<file path="config.mk">
export PLATFORM = sky130hd
export DESIGN_NAME = pss_seq
export DESIGN_NICKNAME = d
export VERILOG_FILES = /design/src/pkg/pss_pkg.sv /design/src/hw/pss_seq.sv
export SDC_FILE = /design/constraint.sdc
export NUM_CORES = 1
export LEC_CHECK = 0
export ABC_CLOCK_PERIOD_IN_PS = 3300
export BUFFER_PORTS_ARGS = -buffer_cell sky130_fd_sc_hd__buf_2
export CORE_ASPECT_RATIO = 0.7
export CORE_MARGIN = 8
export CORE_UTILIZATION = 25
export CTS_CLUSTER_DIAMETER = 60
export DETAILED_ROUTE_END_ITERATION = 6
export PLACE_DENSITY = 0.45
export SYNTH_ARGS = -nofsm -noshare
export SYNTH_HDL_FRONTEND = slang
export SYNTH_SLANG_ARGS = --single-unit
</file>
<file path="constraint.sdc">
create_clock -name i_ref_clk -period 3.3 [get_ports i_ref_clk]
set_input_delay 0 -clock i_ref_clk [delete_from_list [all_inputs] [get_ports i_ref_clk]]
set_output_delay 0 -clock i_ref_clk [all_outputs]
set_load 0.02 [all_outputs]
</file>
<file path="src/pkg/pss_pkg.sv">
// package for the pwm script sync and end block
// assumes a 100 MHz system clock with a 32 kHz sequencer tick enable
package pss_pkg;
  localparam int          NUM_CH        = 3;
  localparam int          BUF_DEPTH     = 31;
  localparam int          ADDR_W        = 5;
  localparam int          INSN_W        = 16;
  localparam int          SYNC_TICKS    = 16;
  localparam logic [4:0]  ADDR_FIRST    = 5'h00;
  localparam logic [4:0]  ADDR_LAST     = 5'h1e;
  localparam logic [2:0]  OPC_SYNC      = 3'h7;
  localparam logic [2:0]  OPC_END       = 3'h6;
  localparam int          OPC_HI        = 15;
  localparam int          OPC_LO        = 13;
  localparam int          WAIT_HI       = 12;
  localparam int          WAIT_LO       = 7;
  localparam int          SEND_HI       = 6;
  localparam int          SEND_LO       = 1;
  localparam int          END_INT_BIT   = 12;
  localparam int          END_LVL_BIT   = 11;
  localparam logic [15:0] FORCED_END    = 16'hd800;

  typedef enum logic [1:0] {
    PSS_IDLE = 2'b00,
    PSS_RUN  = 2'b01,
    PSS_SYNC = 2'b10
  } pss_state_e;

  typedef struct packed {
    logic       wr;
    logic [1:0] ch;
    logic [4:0] addr;
    logic [15:0] data;
  } pss_load_s;
endpackage : pss_pkg

</file>
<file path="src/hw/pss_seq.sv">
// three-channel script sequencer: sync trigger and end instruction handling
// assumes i_tick pulses once per 32 kHz sequencer cycle; other opcodes
// advance in one tick (their timing belongs to other logic)
// Behaviour
// - send-only sync takes exactly sixteen ticks
// - wait sync takes at least sixteen ticks
// - waiting channel holds its script position
// - satisfied wait clears its triggers, advances
// - sent trigger stays latched until waited
// - top bits 111 decode as sync
// - wait field bits select channels 0..2
// - send field bits select channels 0..2
// - end instruction stops the channel
// - end raises request only with int bit
// - int bit sets channel script-done flag
// - end with level bit set drives output to idle polarity
// - level bit low drives low, else polarity
// - end returns pointer to first location
// - halted during wait: no end, no request
// - top bits 110 decode as end
// - last location without end forces end
// - each channel has 31-entry buffer
`timescale 1ns/1ps
module pss_seq
  import pss_pkg::*;
#(
  parameter int SYNC_LEN = SYNC_TICKS
) (
  input  wire logic              i_ref_clk,
  input  wire logic              i_rst_n,
  input  wire logic              i_ce,
  input  wire logic              i_tick,
  input  wire pss_load_s         i_load,
  input  wire logic [NUM_CH-1:0] i_start,
  input  wire logic [NUM_CH-1:0] i_halt,
  input  wire logic [NUM_CH-1:0] i_channel_idle_polarity,
  input  wire logic [NUM_CH-1:0] i_done_clr,
  input  wire logic [NUM_CH-1:0] i_pwm_level,
  output logic [NUM_CH-1:0]      o_pwm,
  output logic [NUM_CH-1:0]      o_script_done_flag,
  output logic [NUM_CH-1:0]      o_running
);

  // ----------------------------------------------------------------
  // script buffers
  // ----------------------------------------------------------------
  logic [INSN_W-1:0] buf_mem [NUM_CH][BUF_DEPTH];

  always_ff @(posedge i_ref_clk) begin
    if (i_ce && i_load.wr && i_load.addr <= ADDR_LAST) begin
      buf_mem[i_load.ch][i_load.addr] <= i_load.data;
    end
  end

  function automatic logic is_sync(input logic [INSN_W-1:0] w);
    return w[OPC_HI:OPC_LO] == OPC_SYNC;
  endfunction : is_sync

  function automatic logic is_end(input logic [INSN_W-1:0] w);
    return w[OPC_HI:OPC_LO] == OPC_END;
  endfunction : is_end

  // ----------------------------------------------------------------
  // per-channel sequencers
  // ----------------------------------------------------------------
  pss_state_e          state_reg [NUM_CH];
  logic [ADDR_W-1:0]   pc_reg    [NUM_CH];
  logic [4:0]          cnt_reg   [NUM_CH];
  logic [NUM_CH-1:0]   trig_reg  [NUM_CH]; // [receiver][sender]
  logic [INSN_W-1:0]   insn      [NUM_CH];
  logic [NUM_CH-1:0]   wsel      [NUM_CH];
  logic [NUM_CH-1:0]   ssel      [NUM_CH];
  logic [NUM_CH-1:0]   send_now;
  logic [NUM_CH-1:0]   wait_ok;
  logic [NUM_CH-1:0]   sync_fin;
  logic [NUM_CH-1:0]   end_now;
  logic [NUM_CH-1:0]   end_int;
  logic [NUM_CH-1:0]   end_lvl;

  always_comb begin
    for (int c = 0; c < NUM_CH; c++) begin
      // last location without end is replaced by forced end
      if (pc_reg[c] == ADDR_LAST && !is_end(buf_mem[c][pc_reg[c]])) begin
        insn[c] = FORCED_END;
      end else begin
        insn[c] = buf_mem[c][pc_reg[c]];
      end
      wsel[c] = insn[c][WAIT_LO+NUM_CH-1:WAIT_LO];
      ssel[c] = insn[c][SEND_LO+NUM_CH-1:SEND_LO];
      wait_ok[c] = (trig_reg[c] & wsel[c]) == wsel[c];
      sync_fin[c] = i_tick && state_reg[c] == PSS_SYNC &&
                    cnt_reg[c] >= 5'(SYNC_LEN - 1) && wait_ok[c];
      send_now[c] = sync_fin[c] && !i_halt[c];
      end_now[c] = i_tick && state_reg[c] == PSS_RUN && !i_halt[c] &&
                   is_end(insn[c]);
      end_int[c] = insn[c][END_INT_BIT];
      end_lvl[c] = insn[c][END_LVL_BIT];
    end
  end

  for (genvar g = 0; g < NUM_CH; g++) begin : g_ch
    logic [NUM_CH-1:0] inc;
    logic [NUM_CH-1:0] clr;
    always_comb begin
      for (int s = 0; s < NUM_CH; s++) begin
        inc[s] = send_now[s] && ssel[s][g];
      end
      clr = sync_fin[g] && !i_halt[g] ? wsel[g] : '0;
    end

    // trigger latches, a new send wins over a clear
    always_ff @(posedge i_ref_clk or negedge i_rst_n) begin
      if (!i_rst_n) begin
        trig_reg[g] <= '0;
      end else if (i_ce) begin
        trig_reg[g] <= (trig_reg[g] & ~clr) | inc;
      end
    end

    always_ff @(posedge i_ref_clk or negedge i_rst_n) begin
      if (!i_rst_n) begin
        state_reg[g] <= PSS_IDLE;
        pc_reg[g]    <= ADDR_FIRST;
        cnt_reg[g]   <= '0;
      end else if (i_ce) begin
        unique case (state_reg[g])
          PSS_IDLE: begin
            if (i_start[g]) begin
              state_reg[g] <= PSS_RUN;
            end
          end
          PSS_RUN: begin
            if (i_halt[g]) begin
              state_reg[g] <= PSS_IDLE;
            end else if (i_tick) begin
              if (is_end(insn[g])) begin
                state_reg[g] <= PSS_IDLE;
                pc_reg[g]    <= ADDR_FIRST;
              end else if (is_sync(insn[g])) begin
                state_reg[g] <= PSS_SYNC;
                // executing tick is the first of the sixteen
                cnt_reg[g]   <= 5'h01;
              end else begin
                pc_reg[g] <= pc_reg[g] + 5'h01;
              end
            end
          end
          PSS_SYNC: begin
            if (i_halt[g]) begin
              state_reg[g] <= PSS_IDLE;
            end else if (sync_fin[g]) begin
              state_reg[g] <= PSS_RUN;
              pc_reg[g]    <= pc_reg[g] + 5'h01;
            end else if (i_tick) begin
              // hold position while waiting
              if (cnt_reg[g] < 5'(SYNC_LEN - 1)) begin
                cnt_reg[g] <= cnt_reg[g] + 5'h01;
              end
            end
          end
          default: state_reg[g] <= PSS_IDLE;
        endcase
      end
    end

    // output level and done flag
    always_ff @(posedge i_ref_clk or negedge i_rst_n) begin
      if (!i_rst_n) begin
        o_pwm[g] <= 1'b0;
      end else if (i_ce) begin
        if (end_now[g]) begin
          o_pwm[g] <= end_lvl[g] ? i_channel_idle_polarity[g]
                                 : 1'b0;
        end else if (state_reg[g] != PSS_IDLE) begin
          o_pwm[g] <= i_pwm_level[g];
        end
      end
    end

    always_ff @(posedge i_ref_clk or negedge i_rst_n) begin
      if (!i_rst_n) begin
        o_script_done_flag[g] <= 1'b0;
      end else if (i_ce) begin
        if (end_now[g] && end_int[g]) begin
          o_script_done_flag[g] <= 1'b1;
        end else if (i_done_clr[g]) begin
          o_script_done_flag[g] <= 1'b0;
        end
      end
    end

    // ----------------------------------------------------------------
    // tick count on the current sync, for the timing checks
    // ----------------------------------------------------------------
    logic [5:0] chk_ticks;
    always_ff @(posedge i_ref_clk or negedge i_rst_n) begin
      if (!i_rst_n) begin
        chk_ticks <= '0;
      end else if (i_ce && i_tick) begin
        if (state_reg[g] == PSS_RUN && !i_halt[g] && is_sync(insn[g])) begin
          chk_ticks <= 6'h01;
        end else if (state_reg[g] == PSS_SYNC && chk_ticks != '1) begin
          chk_ticks <= chk_ticks + 6'h01;
        end
      end
    end

    assign o_running[g] = state_reg[g] != PSS_IDLE;

    // ----------------------------------------------------------------
    // assertions
    // ----------------------------------------------------------------
    property p_done_needs_int;
      @(posedge i_ref_clk) disable iff (!i_rst_n)
        $rose(o_script_done_flag[g]) |-> $past(end_now[g] && end_int[g]);
    endproperty
    a_done_needs_int: assert property (p_done_needs_int)
      else $error("done flag set without enabled end");

    property p_end_sets_done;
      @(posedge i_ref_clk) disable iff (!i_rst_n)
        i_ce && end_now[g] && end_int[g] |=> o_script_done_flag[g];
    endproperty
    a_end_sets_done: assert property (p_end_sets_done)
      else $error("enabled end did not set done flag");

    property p_end_level;
      @(posedge i_ref_clk) disable iff (!i_rst_n)
        i_ce && end_now[g] |=>
          o_pwm[g] == ($past(end_lvl[g]) &
                       $past(i_channel_idle_polarity[g]));
    endproperty
    a_end_level: assert property (p_end_level)
      else $error("wrong output level after end");

    property p_end_resets_pc;
      @(posedge i_ref_clk) disable iff (!i_rst_n)
        i_ce && end_now[g] |=> pc_reg[g] == ADDR_FIRST &&
                               state_reg[g] == PSS_IDLE;
    endproperty
    a_end_resets_pc: assert property (p_end_resets_pc)
      else $error("end did not stop and rewind");

    property p_sync_min;
      @(posedge i_ref_clk) disable iff (!i_rst_n)
        sync_fin[g] |-> chk_ticks >= 6'(SYNC_LEN - 1) &&
                        (|wsel[g] || chk_ticks == 6'(SYNC_LEN - 1));
    endproperty
    a_sync_min: assert property (p_sync_min)
      else $error("sync finished before sixteen ticks");

    property p_wait_holds;
      @(posedge i_ref_clk) disable iff (!i_rst_n)
        i_ce && state_reg[g] == PSS_SYNC && !sync_fin[g]
          |=> $stable(pc_reg[g]);
    endproperty
    a_wait_holds: assert property (p_wait_holds)
      else $error("pointer moved during wait");

    property p_wait_clears;
      @(posedge i_ref_clk) disable iff (!i_rst_n)
        i_ce && sync_fin[g] && !i_halt[g] && !(|inc)
          |=> (trig_reg[g] & $past(wsel[g])) == '0;
    endproperty
    a_wait_clears: assert property (p_wait_clears)
      else $error("satisfied wait kept its triggers");

    property p_trig_kept;
      @(posedge i_ref_clk) disable iff (!i_rst_n)
        i_ce && !(sync_fin[g] && !i_halt[g]) |=>
          (trig_reg[g] & $past(trig_reg[g])) == $past(trig_reg[g]);
    endproperty
    a_trig_kept: assert property (p_trig_kept)
      else $error("trigger lost without wait");

    property p_halt_no_done;
      @(posedge i_ref_clk) disable iff (!i_rst_n)
        i_ce && state_reg[g] == PSS_SYNC && i_halt[g] && !o_script_done_flag[g]
          |=> !o_script_done_flag[g];
    endproperty
    a_halt_no_done: assert property (p_halt_no_done)
      else $error("halted wait raised done flag");

    property p_send_due;
      @(posedge i_ref_clk) disable iff (!i_rst_n)
        i_ce && i_tick && state_reg[g] == PSS_SYNC && wsel[g] == '0 &&
          chk_ticks == 6'(SYNC_LEN - 1) |-> sync_fin[g];
    endproperty
    a_send_due: assert property (p_send_due)
      else $error("send-only sync did not end on time");

    property p_sync_entry;
      @(posedge i_ref_clk) disable iff (!i_rst_n)
        i_ce && i_tick && state_reg[g] == PSS_RUN && !i_halt[g] &&
          insn[g][OPC_HI:OPC_LO] == OPC_SYNC |=> state_reg[g] == PSS_SYNC;
    endproperty
    a_sync_entry: assert property (p_sync_entry)
      else $error("sync opcode not decoded");

    property p_trig_set;
      @(posedge i_ref_clk) disable iff (!i_rst_n)
        i_ce && |inc |=> (trig_reg[g] & $past(inc)) == $past(inc);
    endproperty
    a_trig_set: assert property (p_trig_set)
      else $error("sent trigger not latched");

    c_end_int: cover property (@(posedge i_ref_clk) end_now[g] && end_int[g]);
    c_wait_done: cover property (@(posedge i_ref_clk) sync_fin[g] && |wsel[g]);
    c_forced: cover property (@(posedge i_ref_clk)
                              end_now[g] && pc_reg[g] == ADDR_LAST);
    c_halt_wait: cover property (@(posedge i_ref_clk)
                                 state_reg[g] == PSS_SYNC && i_halt[g]);
  end

endmodule : pss_seq

</file>
==> results of run 1 <==
synthesized netlist by cell type, drive strengths merged, types with 23 or more instances:
library cell	n	area, sq um
inv	32	120
nand2	122	460
mux2	43	488
a21oi	26	134
mux4	217	4920
edfxtp	1023	30700
buf	77	521
nor2	158	593
nand3	44	225
ha	25	313
nor2b	23	144
clkbuf	44	165
mux2i	89	891
o21ai	68	344
dfrtp	51	1280
routing by layer:
layer  part of all wire (%)  vias up
met5                      0        -
met4                    1.5        0
met3                    5.9      149
met2                     42      802
met1                     51    13000
li1                       -    10100
cell families (layout without fill, tap and decap cells):
kind of cell | Yosys count | count (layout) | synth area share, %
other | 0 | 3 | 0
AOI/OAI and AO/OA | 250 | 250 | 4.04
adders and majority gates | 25 | 25 | 0.721
buffers and inverters | 157 | 607 | 1.89
muxes | 349 | 349 | 14.5
and+or+nand+nor | 465 | 465 | 5.12
DFF | 1074 | 1074 | 73.7
worst min-delay path, delay by kind of cell:
kind / cells / cell delay (ns)
buf+inv: 2 / 0.38
simple gates: 2 / 0.25
per-stage QoR:
| stage | setup WS (ns) | std cells | power (uW) | cell area, sq um |
|---|---|---|---|---|
| finish | 0.0590 | 5113 | 39300 | 52400 |
| global route | -0.0579 | 5112 | 40900 | 52400 |
| CTS | -0.0135 | 5093 | 39300 | 52000 |
| detailed placement | -1.21 | 4869 | 27500 | 48300 |
| global placement | -1.24 | 4869 | 27400 | 48300 |
| floorplan | 0.343 | 2320 | 22700 | 43400 |
report_power, final:
group          total (uW)  switching [uW]  internal [uW]
sequential          15500             352          15200
clock               11600            5140           6480
combinational       12200            6490           5670
timing repair:
item	in CTS	in global routing
hold buffers	36	0
gates cloned	0	0
endpoints found under the setup margin	24	39
setup buffers	3	17
endpoints found under the hold margin	559	0
gates resized for setup	25	39
pin swaps	5	9
final timing paths:
kind                                             end  slack, ns  cells past startpoint
setup / recovery             trig_reg[4]$_DFFE_PN0P_       0.06                     13
hold / removal             buf_mem[1][113]$_DFFE_PP_       0.11                      4
setup reg to reg             trig_reg[4]$_DFFE_PN0P_       0.06                     13
hold reg to reg               cnt_reg[9]$_DFFE_PN0P_       0.49                      2
max in group asynchronous      pc_reg[1]$_DFFE_PN0P_       2.30                      4
min in group asynchronous     cnt_reg[1]$_DFFE_PN0P_       0.37                      3
area by class of cell:
cell class	instances	share of cell area, %
repair buffers	386	6.13
clock inverters	46	0.822
diodes	3	0.0143
inverters	36	0.265
well taps	2340	5.59
multi-input cells	1089	20.7
clock buffers	139	5.35
flip-flops and latches	1074	61.2
==> results.cfg, run 1 <==
[synth]
syn_area_per_cell_sq_um = 18.7
yosysUniqueCellTypes = 90
syn_inst = 2320
ys.warnings.count = 0
ys_seq_area_share_pct = 73.7
synthesis.nets = 2388
synth_edf_count = 1023
synthArstFlopShare_pct = 4.75
ys_ff_latch = 1074
syn-cell-area_sq_um = 43400
synth_flop_cell = edfxtp_1

[global_route]
globalRouteOverflowTotal = 0
use_met2_pct = 18.7
grt_pass1_wl_mm = 181
grt_max_degree = 83
antenna_found_initial = 5
first_global_vias = 24300
grt_busiest_layer = met1
use_met1_pct = 21.1
grtUsageMet3_pct = 2.16
grtUsageTotal_pct = 13.2

[floorplanning]
design.core.area_sq_um = 173000
num_rows = 128
die_y_microns = 365
start_util_pct = 25.1
dieWidth_microns = 514
ioPinCount = 52
dieArea_sq_um = 187000

[finish]
drive_above_1_share_pct = 29.0
largest_reg_flops = 1023
fin_util_pct = 30.2
seq_area_sq_um = 32000
final_cell_mix = edfxtp_1 (1023), buf_4 (290), mux4_2 (207)
fillers = 17000
final_common_cell = edfxtp_1
multiInputGateArea_sq_um = 10800
layout.nets = 2755
areaGrowthSynthToFinish_pct = 20.6

[route]
wire_per_inst_microns = 24.9
vias = 24100
via_per_inst = 4.72
drtAntennaViolNets = 0
wirelength_mm = 127
first_iter_violations = 2711
drt_first_pass_iters = 6
drcViolationCount = 0

[critical_path]
crit_family = compound AO/OA/AOI/OAI gates
critical-path-max-stage-delay_ns = 0.54
worstSetupEndpointType = register
critPathMostFrequentCell = buf_4
path_max_fanout = 14
cp_cell_sequence = buf_12 > buf_4 > mux2i_1 > a22o_1 > o31ai_2 > buf_4 > nor3_2 > o31ai_2 > buf_4 > nand4_1 > buf_6 > o21ai_0 > o21ai_0
cp_slowest_cell = dfrtp_4
cp-start-kind = register
worstPathRequired_ns = 3.88
critPathLaunch = pc_reg[6]$_DFFE_PN0P_
path_class = reg2reg
r2r-start = pc_reg[6]$_DFFE_PN0P_
cp.arrival_ns = 3.82
crit_buf_inv = 5

[timing]
period_minus_slack_ns = 3.24
finalClockSkew_ns = 0.0291
worstMarginPinSlew_ns = 1.05
fin_hold_ws_ns = 0.112
slew_headroom_pct = 29.7
slew_violations = 0
finalHoldViolations = 0
fmax_mhz = 309
finalSetupTns_ns = 0
fin_crit_sh_pct = 98.2
finalSetupViolCount = 0
rsz0062_at_grt = true

[power_and_ir_drop]
cellPowerDensity_nw_per_um2 = 751
ir_drop_uv = 437
p_leak_uw = 0.0170

[cts]
clock_path_buffers = 3
cts.htree.levels = 3
cts.sinks = 1074
clock_latency_ns = 0.71
path_clk_slew_ns = 0.07
cts_tree = done
cts_root_buf = clkbuf_16
cts_buffers = 100

[placed_design]
portBuffers = 46
hpwl_mm = 84.0
routabilityCongestion = 0.845

[outcome]
status = completed

[hold_path]
hold_path_class = in2reg
hold_start = i_load[18]

[run]
max_cap_viol_count = 0
Power figures use the tool's default switching activity.
==> run 2, diff against run 1 <==
--- a/config.mk
+++ b/config.mk
@@ -5,7 +5,7 @@
 export SDC_FILE = /design/constraint.sdc
 export NUM_CORES = 1
 export LEC_CHECK = 0
-export ABC_CLOCK_PERIOD_IN_PS = 3300
+export ABC_CLOCK_PERIOD_IN_PS = 4200
 export BUFFER_PORTS_ARGS = -buffer_cell sky130_fd_sc_hd__buf_2
 export CORE_ASPECT_RATIO = 0.7
 export CORE_MARGIN = 8
==> constraint.sdc (replaced) <==
create_clock -name i_ref_clk -period 4.2 [get_ports i_ref_clk]
set_input_delay 0 -clock i_ref_clk [delete_from_list [all_inputs] [get_ports i_ref_clk]]
set_output_delay 0 -clock i_ref_clk [all_outputs]
set_load 0.02 [all_outputs]
==> run 2 against run 1 <==
Effect of this change:
- the flow now finishes with violations (DRC)
- clock power down 21%
- hold slack worse by 0.019 ns
- non-clock buffer count down 137
- sequential cell count unchanged
- die area unchanged
- sequential power down 19%
- maximum frequency down 20%
- first-iteration DRC count down 17%
- clock-buffer cell count down 20
- final cell count down 2.8%
- via count down 3.7%
- register-to-register slack better by 0.098 ns
==> results.cfg, run 2 (synthesis results as in run 1) <==
[outcome]
status = finished with violations
violations = DRC

[timing]
worstMarginPinSlew_ns = 1.17
slew_violations = 0
rsz0062_at_grt = false
fmax_mhz = 247
finalClockSkew_ns = 0.0356
fin_crit_sh_pct = 96.3
period_minus_slack_ns = 4.04
finalHoldViolations = 0
finalSetupViolCount = 0
slew_headroom_pct = 22.3
finalSetupTns_ns = 0

[critical_path]
critPathMostFrequentCell = buf_4
cp_slowest_cell = dfrtp_4
cp_cell_sequence = buf_4 > buf_4 > mux4_2 > nand2_1 > a21oi_1 > nor3_2 > or2_4 > o21ai_2 > nand4_1 > mux2_2 > a2bb2oi_1 > dlygate4sd3_1
critical-path-max-stage-delay_ns = 0.78
cp.arrival_ns = 4.67
reg2reg_slack_ns = 0.16
worstSetupEndpointType = register
path_class = reg2reg
cp-start-kind = register
r2r_cells = 12
worstPathRequired_ns = 4.83
path_max_fanout = 29

[cts]
cts.sinks = 1074
cts_root_buf = clkbuf_16
cts_tree = done
clock_path_buffers = 3
path_clk_slew_ns = 0.07
cts.htree.levels = 3
clock_latency_ns = 0.72
cts_buffers = 98

[global_route]
grt_max_degree = 94
antenna_found_initial = 4
globalRouteOverflowTotal = 0
grtUsageTotal_pct = 12.6
first_global_vias = 23600
grt_pass1_wl_mm = 174

[run]
max_cap_viol_count = 0

[route]
via_per_inst = 4.68
drcViolationCount = 1
vias = 23200
drt_first_pass_iters = 7
drtAntennaViolNets = 0
wire_per_inst_microns = 24.4
first_iter_violations = 2243
wirelength_mm = 121

[finish]
finalInstanceArea_sq_um = 50900
largest_reg_flops = 1023
drive_above_1_share_pct = 24.3
areaGrowthSynthToFinish_pct = 17.2
final_common_cell = edfxtp_1
antennaDiodeCount = 0
final_cell_mix = edfxtp_1 (1023), mux4_2 (207), buf_4 (171)
layout.nets = 2616

[placed_design]
routabilityCongestion = 0.804
portBuffers = 46
placed_cell_area_sq_um = 47300
hpwl_mm = 79.6

[floorplanning]
dieArea_sq_um = 187000
die_y_microns = 365
dieWidth_microns = 514
start_util_pct = 25.1
num_rows = 128
design.core.area_sq_um = 173000
ioPinCount = 52

[power_and_ir_drop]
p_leak_uw = 0.0162
ir_drop_uv = 321
cellPowerDensity_nw_per_um2 = 581

[hold_path]
hold_path_class = in2reg
holdPathStages = 4
-- run 2: worst max-delay path: cells and delay by family (launching register included) --
family | cells | cell delay [ns]
compound gates | 3 | 0.77
buf+inv | 3 | 1.18
flops | 1 | 0.78
mux | 2 | 0.56
simple gates | 4 | 0.66
-- run 2: cell type report --
type	instances	area [sq um]
Fill cell	17100	122000
Inverter	36	135
Clock buffer	119	2550
Clock inverter	63	672
Tap cell	2340	2930
Multi-Input combinational cell	1089	10600
Sequential cell	1074	32000
Timing Repair Buffer	249	1970
-- run 2: layer usage --
metal	track usage [%]	routed length (microns)
met3	2.28	6980
met2	18.1	50700
met4	2.45	2240
met1	19.9	61300
met5	0	0
-- run 2: worst paths after layout --
kind,startpoint,endpoint
worst max-delay path,pc_reg[6]$_DFFE_PN0P_,o_pwm[1]$_DFFE_PN0P_
worst max register to register,pc_reg[6]$_DFFE_PN0P_,o_pwm[1]$_DFFE_PN0P_
max in group asynchronous,i_rst_n,pc_reg[0]$_DFFE_PN0P_
worst min-delay path,i_load[20],buf_mem[1][188]$_DFFE_PP_
worst min register to register,cnt_reg[9]$_DFFE_PN0P_,cnt_reg[9]$_DFFE_PN0P_
min in group asynchronous,i_rst_n,state_reg[5]$_DFFE_PN0P_
-- run 2: metrics by stage --
step                std cells  setup WS, ns  utilization [%]  hold WS [ns]  total power (uW)
floorplan                2320          1.24                -        -0.296             17900
global placement         4751         0.413             27.3         0.136             20600
detailed placement       4751         0.376             27.3         0.149             20600
CTS                      4970         0.164             29.4        0.0214             29900
global route             4970        0.0149             29.4        0.0612             30800
finish                   4970         0.157             29.4        0.0935             29600
-- run 2: report_power, final --
| part | internal, uW | total [uW] | switching, uW |
|---|---|---|---|
| registers | 11900 | 12600 | 687 |
| logic | 3570 | 7850 | 4280 |
| clock network | 5040 | 9120 | 4090 |
-- run 2: what timing repair did --
action                                 in CTS  in global routing
gates resized for setup                     0                  1
buffers inserted                            0                  0
setup endpoints to repair                   0                  1
endpoints found under the hold margin     434                  0
hold buffers                               37                  0
